### src/rptt_cfg.svh
// Purpose: constants of the rate pin transition tracker
// Assumes: included by bare name
// Notes:   definitions only
`ifndef RPTT_CFG_SVH
`define RPTT_CFG_SVH

// ----------------------------------------
// register location and layout
// ----------------------------------------
`define RPTT_REG_ADDR      8'h20
`define RPTT_BIT_RISE_SEEN 6
`define RPTT_BIT_FALL_SEEN 5
`define RPTT_BIT_EN_CLEAR  4
`define RPTT_BIT_EN_KEEP   3
`define RPTT_CTRL_MSB      4
`define RPTT_CTRL_RESET    5'h15

// ----------------------------------------
// pin synchroniser depth
// ----------------------------------------
`define RPTT_SYNC_STAGES   2

`endif

### src/rptt_pkg.sv
// Purpose: shared types of the rate pin transition tracker
// Assumes: nothing
// Notes:   constants live in rptt_cfg.svh
package rptt_pkg;

  // ----------------------------------------
  // snapshot decision
  // ----------------------------------------
  typedef enum logic [1:0] {
    RPTT_SNAP_NONE  = 2'b00,
    RPTT_SNAP_KEEP  = 2'b01,
    RPTT_SNAP_CLEAR = 2'b10
  } rptt_snap_t;

  typedef logic [7:0] rptt_byte_t;

endpackage

### src/rptt_edge_if.sv
// Purpose: carries the synchronised pin level and its edges
// Assumes: single clock domain
// Notes:   rise and fall are one-cycle pulses
`timescale 1ns/1ps

interface rptt_edge_if;
  logic level;
  logic rise;
  logic fall;

  modport src (output level, output rise, output fall);
  modport dst (input level, input rise, input fall);
endinterface

### src/rptt_edge_sync.sv
// Purpose: synchronises the rate pin and detects its edges
// Assumes: pin is asynchronous to clk_sys
// Notes:   first stage is read only by the second
`timescale 1ns/1ps
`include "rptt_cfg.svh"

module rptt_edge_sync #(
  parameter int STAGES = `RPTT_SYNC_STAGES
) (
  input  wire logic   clk_sys,
  input  wire logic   rst_b,
  input  wire logic   pin,
  rptt_edge_if.src    edge_o
);

  if (STAGES < 2) begin : g_bad_stages
    $error("rptt_edge_sync needs at least two stages");
  end

  // ----------------------------------------
  // synchroniser chain and history
  // ----------------------------------------
  logic [STAGES-1:0] sync_q;
  logic              prev_q;

  always_ff @(posedge clk_sys or negedge rst_b) begin
    if (!rst_b) begin
      sync_q <= '0;
      prev_q <= 1'b0;
    end else begin
      sync_q <= {sync_q[STAGES-2:0], pin};
      prev_q <= sync_q[STAGES-1];
    end
  end

  assign edge_o.level = sync_q[STAGES-1];
  assign edge_o.rise  = sync_q[STAGES-1] & ~prev_q;
  assign edge_o.fall  = ~sync_q[STAGES-1] & prev_q;

  // ----------------------------------------
  // checks
  // ----------------------------------------
  chk_single_rise: assert property (@(posedge clk_sys) disable iff (!rst_b)
    edge_o.rise |=> !edge_o.rise)
    else $error("rise pulse lasted more than one cycle");

  chk_rise_from_low: assert property (@(posedge clk_sys) disable iff (!rst_b)
    edge_o.rise |-> ($past(pin, STAGES) && !$past(sync_q[STAGES-1])))
    else $error("rise seen without a low level before");

endmodule

### src/rptt_top.sv
// Purpose: tracks edges of the rate select pin and requests limited snapshots
// Assumes: register port and snapshot commands come from logic on clk_sys
// Notes:   read data appears one cycle after the read address
//
// Behaviour
// - A low to high pin change sets the rise seen flag, which stays 0 without one.
// - A high to low pin change sets the fall seen flag, which stays 0 without one.
// - Both seen flags clear only on a full snapshot command or its broadcast form.
// - With the clear enable at 0 a rising edge causes no clearing snapshot.
// - With the keep enable at 1 and the clear enable at 0 a rising edge causes a keeping snapshot, else none.
// - The enable bits change only when software writes them.
// - With the clear enable at 1 a rising edge causes a clearing snapshot.
// - When both enables are set only the clearing snapshot happens.
// - Only the clearing snapshot resets accumulators, and neither applies pending changes.
// - While the pin serves as alert output the whole register reads 0.
`timescale 1ns/1ps
`include "rptt_cfg.svh"

module rptt_top #(
  parameter int SYNC_STAGES = `RPTT_SYNC_STAGES
) (
  input  wire logic       clk_sys,
  input  wire logic       rst_b,
  input  wire logic       rate_pin,
  input  wire logic       alert_mode,
  input  wire logic       full_snap_cmd,
  input  wire logic       full_snap_bcast_cmd,
  input  wire logic [7:0] reg_addr,
  input  wire logic       reg_wr,
  input  wire logic [7:0] reg_wdata,
  output logic      [7:0] reg_rdata,
  output logic            snap_clear,
  output logic            snap_keep,
  output logic            snap_apply_pending
);

  if (SYNC_STAGES < 2) begin : g_bad_stages
    $error("rptt_top needs at least two synchroniser stages");
  end

  // ----------------------------------------
  // pin synchroniser
  // ----------------------------------------
  rptt_edge_if pin_edge ();

  rptt_edge_sync #(
    .STAGES (SYNC_STAGES)
  ) u_sync (
    .clk_sys (clk_sys),
    .rst_b   (rst_b),
    .pin     (rate_pin),
    .edge_o  (pin_edge)
  );

  // ----------------------------------------
  // decode
  // ----------------------------------------
  logic                     rise_seen_flag_q;
  logic                     fall_seen_flag_q;
  logic [`RPTT_CTRL_MSB:0]  ctrl_q;
  rptt_pkg::rptt_byte_t     rdata_q;
  logic                     snap_clear_q;
  logic                     snap_keep_q;

  wire logic reg_hit     = (reg_addr == `RPTT_REG_ADDR);
  wire logic wr_hit      = reg_wr & reg_hit;
  wire logic full_snap   = full_snap_cmd | full_snap_bcast_cmd;
  wire logic rise_live   = pin_edge.rise & ~alert_mode;
  wire logic fall_live   = pin_edge.fall & ~alert_mode;
  wire logic en_clear    = ctrl_q[`RPTT_BIT_EN_CLEAR];
  wire logic en_keep     = ctrl_q[`RPTT_BIT_EN_KEEP];

  // set wins over clear on the seen flags
  wire logic rise_flag_d = rise_live | (rise_seen_flag_q & ~full_snap);
  wire logic fall_flag_d = fall_live | (fall_seen_flag_q & ~full_snap);

  // clearing snapshot wins over keeping snapshot
  rptt_pkg::rptt_snap_t snap_sel;
  assign snap_sel = !rise_live ? rptt_pkg::RPTT_SNAP_NONE :
                    en_clear   ? rptt_pkg::RPTT_SNAP_CLEAR :
                    en_keep    ? rptt_pkg::RPTT_SNAP_KEEP  :
                                 rptt_pkg::RPTT_SNAP_NONE;

  wire rptt_pkg::rptt_byte_t rd_word = {1'b0, rise_seen_flag_q, fall_seen_flag_q, ctrl_q};
  wire rptt_pkg::rptt_byte_t rd_next = (reg_hit && !alert_mode) ? rd_word : 8'h00;

  // ----------------------------------------
  // state
  // ----------------------------------------
  always_ff @(posedge clk_sys or negedge rst_b) begin
    if (!rst_b) begin
      rise_seen_flag_q <= 1'b0;
      fall_seen_flag_q <= 1'b0;
    end else begin
      rise_seen_flag_q <= rise_flag_d;
      fall_seen_flag_q <= fall_flag_d;
    end
  end

  always_ff @(posedge clk_sys or negedge rst_b) begin
    if (!rst_b) begin
      ctrl_q <= `RPTT_CTRL_RESET;
    end else if (wr_hit) begin
      ctrl_q <= reg_wdata[`RPTT_CTRL_MSB:0];
    end
  end

  always_ff @(posedge clk_sys or negedge rst_b) begin
    if (!rst_b) begin
      snap_clear_q <= 1'b0;
      snap_keep_q  <= 1'b0;
      rdata_q      <= 8'h00;
    end else begin
      snap_clear_q <= (snap_sel == rptt_pkg::RPTT_SNAP_CLEAR);
      snap_keep_q  <= (snap_sel == rptt_pkg::RPTT_SNAP_KEEP);
      rdata_q      <= rd_next;
    end
  end

  assign snap_clear         = snap_clear_q;
  assign snap_keep          = snap_keep_q;
  assign snap_apply_pending = 1'b0;
  assign reg_rdata          = rdata_q;

  // ----------------------------------------
  // checks
  // ----------------------------------------
  chk_rise_flag_set: assert property (@(posedge clk_sys) disable iff (!rst_b)
    (pin_edge.rise && !alert_mode) |=> rise_seen_flag_q)
    else $error("rise seen flag missed an edge");

  chk_fall_flag_set: assert property (@(posedge clk_sys) disable iff (!rst_b)
    (pin_edge.fall && !alert_mode) |=> fall_seen_flag_q)
    else $error("fall seen flag missed an edge");

  chk_flags_rise_cause: assert property (@(posedge clk_sys) disable iff (!rst_b)
    $rose(rise_seen_flag_q) |-> $past(pin_edge.rise))
    else $error("rise seen flag set without an edge");

  chk_flags_clear: assert property (@(posedge clk_sys) disable iff (!rst_b)
    (full_snap && !pin_edge.rise && !pin_edge.fall) |=> (!rise_seen_flag_q && !fall_seen_flag_q))
    else $error("seen flags not cleared by full snapshot");

  chk_flags_sticky: assert property (@(posedge clk_sys) disable iff (!rst_b)
    (fall_seen_flag_q && !full_snap) |=> fall_seen_flag_q [*1])
    else $error("fall seen flag dropped without full snapshot");

  chk_no_clear_snap: assert property (@(posedge clk_sys) disable iff (!rst_b)
    snap_clear_q |-> ($past(en_clear) && $past(pin_edge.rise)))
    else $error("clearing snapshot without its enable");

  chk_keep_snap: assert property (@(posedge clk_sys) disable iff (!rst_b)
    (pin_edge.rise && !alert_mode && en_keep && !en_clear) |=> snap_keep_q ##1 !snap_keep_q)
    else $error("keeping snapshot not a single pulse after rise");

  chk_enables_hold: assert property (@(posedge clk_sys) disable iff (!rst_b)
    !wr_hit |=> $stable(ctrl_q))
    else $error("enable bits changed without a write");

  chk_clear_snap: assert property (@(posedge clk_sys) disable iff (!rst_b)
    (pin_edge.rise && !alert_mode && en_clear) |=> snap_clear_q)
    else $error("clearing snapshot missed a rise");

  chk_clear_wins: assert property (@(posedge clk_sys) disable iff (!rst_b)
    (pin_edge.rise && !alert_mode && en_clear && en_keep) |=> (snap_clear_q && !snap_keep_q))
    else $error("both snapshot kinds requested together");

  chk_no_pending: assert property (@(posedge clk_sys) disable iff (!rst_b)
    (snap_clear_q || snap_keep_q) |-> !snap_apply_pending)
    else $error("limited snapshot applied pending changes");

  chk_alert_zero: assert property (@(posedge clk_sys) disable iff (!rst_b)
    alert_mode |=> (reg_rdata == 8'h00))
    else $error("register not zero in alert mode");

endmodule
### config.mk
export PLATFORM = sky130hd
export DESIGN_NAME = rptt_top
export DESIGN_NICKNAME = d
export VERILOG_FILES = /design/src/rptt_pkg.sv /design/src/rptt_edge_if.sv /design/src/rptt_edge_sync.sv /design/src/rptt_top.sv
export VERILOG_INCLUDE_DIRS = /design/src /design/src/src
export SDC_FILE = /design/constraint.sdc
export NUM_CORES = 1
export LEC_CHECK = 0
export BUFFER_PORTS_ARGS = -buffer_cell sky130_fd_sc_hd__buf_2
export CORE_MARGIN = 5
export CORE_UTILIZATION = 47
export DETAILED_ROUTE_END_ITERATION = 8
export PLACE_DENSITY = 0.91
export RECOVER_POWER = 25
export SLEW_MARGIN = 0
export SYNTH_ARGS = -nofsm -noshare
export SYNTH_HDL_FRONTEND = slang
export SYNTH_HIERARCHICAL = 1
export SYNTH_SLANG_ARGS = --single-unit
### constraint.sdc
create_clock -name clk_sys -period 2.6 [get_ports clk_sys]
set_input_delay 0.26 -clock clk_sys [delete_from_list [all_inputs] [get_ports clk_sys]]
set_output_delay 0.26 -clock clk_sys [all_outputs]
set_load 0.02 [all_outputs]
==> results.env <==
POWER.SHARE.CLOCK_PCT=29.1
TOP_LEVEL_PORTS=34
NUMBER_OF_BUFFERS_INSERTED_TO_REPAIR_SETUP_AFTER_CTS=0
SETUP.REG_TO_REG.WORST_SLACK_NS=1.68
CRITICAL_PATH_REQUIRED_NS=2.79
WORSTSETUPSTARTPOINTTYPE='input port'
CTS-HTREE-LEVELS=1
FINAL_MIN_PERIOD_OVER_CLOCK_PERIOD_PCT=59.2
PLACE.GP.CONGESTION=0.680
PWR_DENSITY_CELL_nW_PER_UM2=542
DIE-AREA_UM2=2430
SEQ_AREA_FRAC_SYNTH_PCT=66.1
DRC_ERRORS=0
LAYOUT_SETUP_WS_NS=1.06
POWER.LEAKAGE_nW=0.496
WORST_SLEW_PIN_SLEW_NS=0.928
DIE-WIDTH_UM=49.3
P_INT_W=0.000382
FINALMAXSLEWVIOLATIONS=0
NETS=106
HOLD_VIOL_FINAL=0
SWITCHING_POWER_W=0.000105
DP_SLACK_NS=0.751
NUM_ROWS=14
CLK_LATENCY_NS=0.29
DRV.MAX_CAP_VIOLATION_COUNT=0
SYN_AREA_PER_CELL_UM2=14.2
FINAL-SETUP-VIOL-COUNT=0
PIN_COUNT_OF_THE_BIGGEST_NET_ENTERING_GLOBAL_ROUTING=20
TOTALNEGATIVESETUPSLACK_NS=0
PLACEMENT.IO_BUFFERS=28
STATUS='complete, no violations'
DETAILEDROUTE.FIRSTITERATIONVIOLATIONS=7
CRITPATHCAPTURETYPE='register'
WORST_R2R_STARTPOINT='u_sync/prev_q'
DRT_PRE_ANTENNA_ITERS=4
SYN_INST=51
REG2REG_DEPTH=3
CP_DATA_ARRIVAL_TIME_NS=1.73
CLK_ROOT_BUFFER_CELL='clkbuf_4'
INITIAL_STANDARD_CELL_UTILIZATION_OF_THE_CORE_PCT=48.7
GRT.OVERFLOW.TOTAL=0
FILLERINSTANCES=119
SEQ_POWER_SHARE_PCT=63.6
CTS.SINK_COUNT=19
WL_PER_CELL_UM=12.2
AREA_DELTA_SYNTH_FINAL_PCT=24.0
ANTENNA-DIODE-COUNT=0
CTS_MADE_BUFFERS=3
TIMING.HOLD.WORST.START='rate_pin'
SLEW-LIMIT-HEADROOM_PCT=38.1
GRT_FIRST_PASS_WIRELENGTH_UM=2180
VIA_COUNT_NORMALIZED_BY_INSTANCE_COUNT=4.67
WORST_IR_DROP_VDD_uV=302
WORSTSETUPSTARTPOINT='reg_addr[1]'
DIE_H_UM=49.3
WORST_R2R_ENDPOINT='snap_keep'
ROUTE.VIAS.TOTAL=458
POST_SYNTH_NUM_CELL_TYPES=19
FINAL.MIN_CLOCK_PERIOD_NS=1.54
POST_ROUTE_CELLS_DRIVE_ABOVE_1_SHARE_PCT=50.0
HOLD_PATH.CLASS='input port to register'
RSZ_0062_RAISED_AFTER_GLOBAL_ROUTING='false'
TIMING_ENDPOINT_OF_THE_CRITICAL_PATH='ctrl_q[1]'
CRITICALPATHCATEGORY='input port to register'
YOSYSWARNINGCOUNT=6
PATH_MAX_FANOUT=5
YOSYS_REGISTER_BITS=19
FIN_SKEW_NS=0.00616
CTS_TREE='done'
GRT_ANTENNA_BEFORE_REPAIR=0
HPWL_AFTER_DETAILED_PLACEMENT_UM=973
ROUTED_WL_UM=1190
GRT_PASS1_VIAS=517
DESIGN.CORE.AREA_UM2=1490
POST_SYNTH_INSTANCE_AREA_UM2=724
CLKSLEWWORSTSETUPHOLDPATHS_NS=0.10
CLOCKBUFFERDEPTH=2
POWER_SWITCHING_SHARE_PCT=21.5
COMBPWRFRAC_PCT=7.3
FMAX_MHz=650
FINAL_CORE_UTIL_PCT=60.3
GRT_USAGE_PCT=11.7
ROUTE.ANTENNA.REMAINING_NETS=0
## through the flow
| stage | cell area (µm²) | std cells | total power [W] | hold WS, ns |
|---|---|---|---|---|
| final | 898 | 98 | 0.000486 | 0.0706 |
| after global placement | 862 | 93 | 0.000348 | 0.197 |
| after floorplan | 728 | 52 | 0.000330 | -0.0356 |
| after CTS | 900 | 98 | 0.000494 | 0.0607 |
| after global routing | 898 | 98 | 0.000510 | 0.0615 |
| after detailed placement | 862 | 93 | 0.000351 | 0.208 |
## cell usage after synthesis
library cell | count | area share (%)
buf_4 | 2 | 2.1
and2b_2 | 1 | 1.2
nor2_1 | 1 | 0.52
nor3_1 | 1 | 0.69
or4_4 | 1 | 1.6
nor4b_1 | 1 | 1.2
o21ai_0 | 2 | 1.4
or3_1 | 1 | 0.86
inv_1 | 3 | 1.6
dfstp_2 | 3 | 11
and2_1 | 7 | 6.0
buf_6 | 1 | 1.6
conb_1 | 1 | 0.52
mux2_4 | 5 | 10
nand2_1 | 2 | 1.0
dfrtp_1 | 16 | 55
nor2b_1 | 1 | 0.86
or4b_1 | 1 | 1.4
nor3b_1 | 1 | 1.0
## layout make-up
cell class | count | area (µm²) | share of cell area, %
multi-input cells | 27 | 211 | 23.5
well taps | 16 | 20.0 | 2.23
flip-flops and latches | 19 | 479 | 53.3
inverters | 3 | 11.3 | 1.25
clock buffers | 3 | 22.5 | 2.51
clock inverters | 1 | 5.00 | 0.557
repair buffers | 29 | 149 | 16.6
## layout by cell type, fill, tap and decap left out
cell type / count
dfstp_2: 3
nor2_1: 1
mux2_4: 5
conb_1: 2
clkbuf_1: 1
inv_1: 3
dlygate4sd3_1: 1
clkbuf_4: 3
or4_4: 1
and2b_2: 1
nor2b_1: 1
clkinv_2: 1
nor3b_1: 1
nor3_1: 1
or4b_1: 1
dfrtp_1: 16
nor4b_1: 1
or3_1: 1
and2_1: 7
nand2_1: 2
o21ai_0: 2
buf_2: 27
## worst min-delay path by stage
stage / to / depth (start not counted)
global placement: reg_rdata[6] / 1
detailed placement: snap_keep / 1
CTS: u_sync/sync_q[0] / 1
floorplan: ctrl_q[1] / 0
global route: u_sync/sync_q[0] / 1
finish: u_sync/sync_q[0] / 1
## layer usage
metal | track usage (%) | vias up | part of all wire (%)
met5 | 0 | - | 0
met4 | 6.73 | 0 | 1.3
met3 | 3.67 | 2 | 10
met2 | 18.0 | 25 | 47
met1 | 14.1 | 205 | 41
li1 | - | 226 | -
## kinds of logic after synthesis
| logic type | Yosys count | synth area share, % |
|---|---|---|
| buffers and inverters | 6 | 5.18 |
| multiplexers | 5 | 10.4 |
| flip-flops | 19 | 66.1 |
| other | 1 | 0.518 |
| AND/OR/NAND/NOR | 18 | 16.4 |
| AO/OA/AOI/OAI | 2 | 1.38 |
## power groups by stage
stage	Sequential, W	Clock (W)	Combinational (W)
floorplan	0.000314	0	0.0000161
global placement	0.000314	0	0.0000338
detailed placement	0.000315	0	0.0000353
CTS	0.000310	0.000148	0.0000366
global route	0.000311	0.000158	0.0000403
finish	0.000309	0.000142	0.0000356
## registers in the layout, indices dropped and copies added, names as in the netlist
| name | count |
|---|---|
| u_sync/prev_q | 1 |
| rise_seen_flag_q | 1 |
| reg_rdata | 7 |
| fall_seen_flag_q | 1 |
| ctrl_q | 5 |
| snap_clear | 1 |
| snap_keep | 1 |
| u_sync/sync_q | 2 |
## critical path: stages
cell and delay [ns]:
buf_2 0.09, or4_4 0.52, or3_1 0.51, mux2_4 0.34
## timing repair
action,4_1_cts,5_1_grt
gates resized for setup,0,0
hold buffers,1,0
endpoints found under the hold margin,16,0
Note: power is estimated with default switching activity, not from simulation.
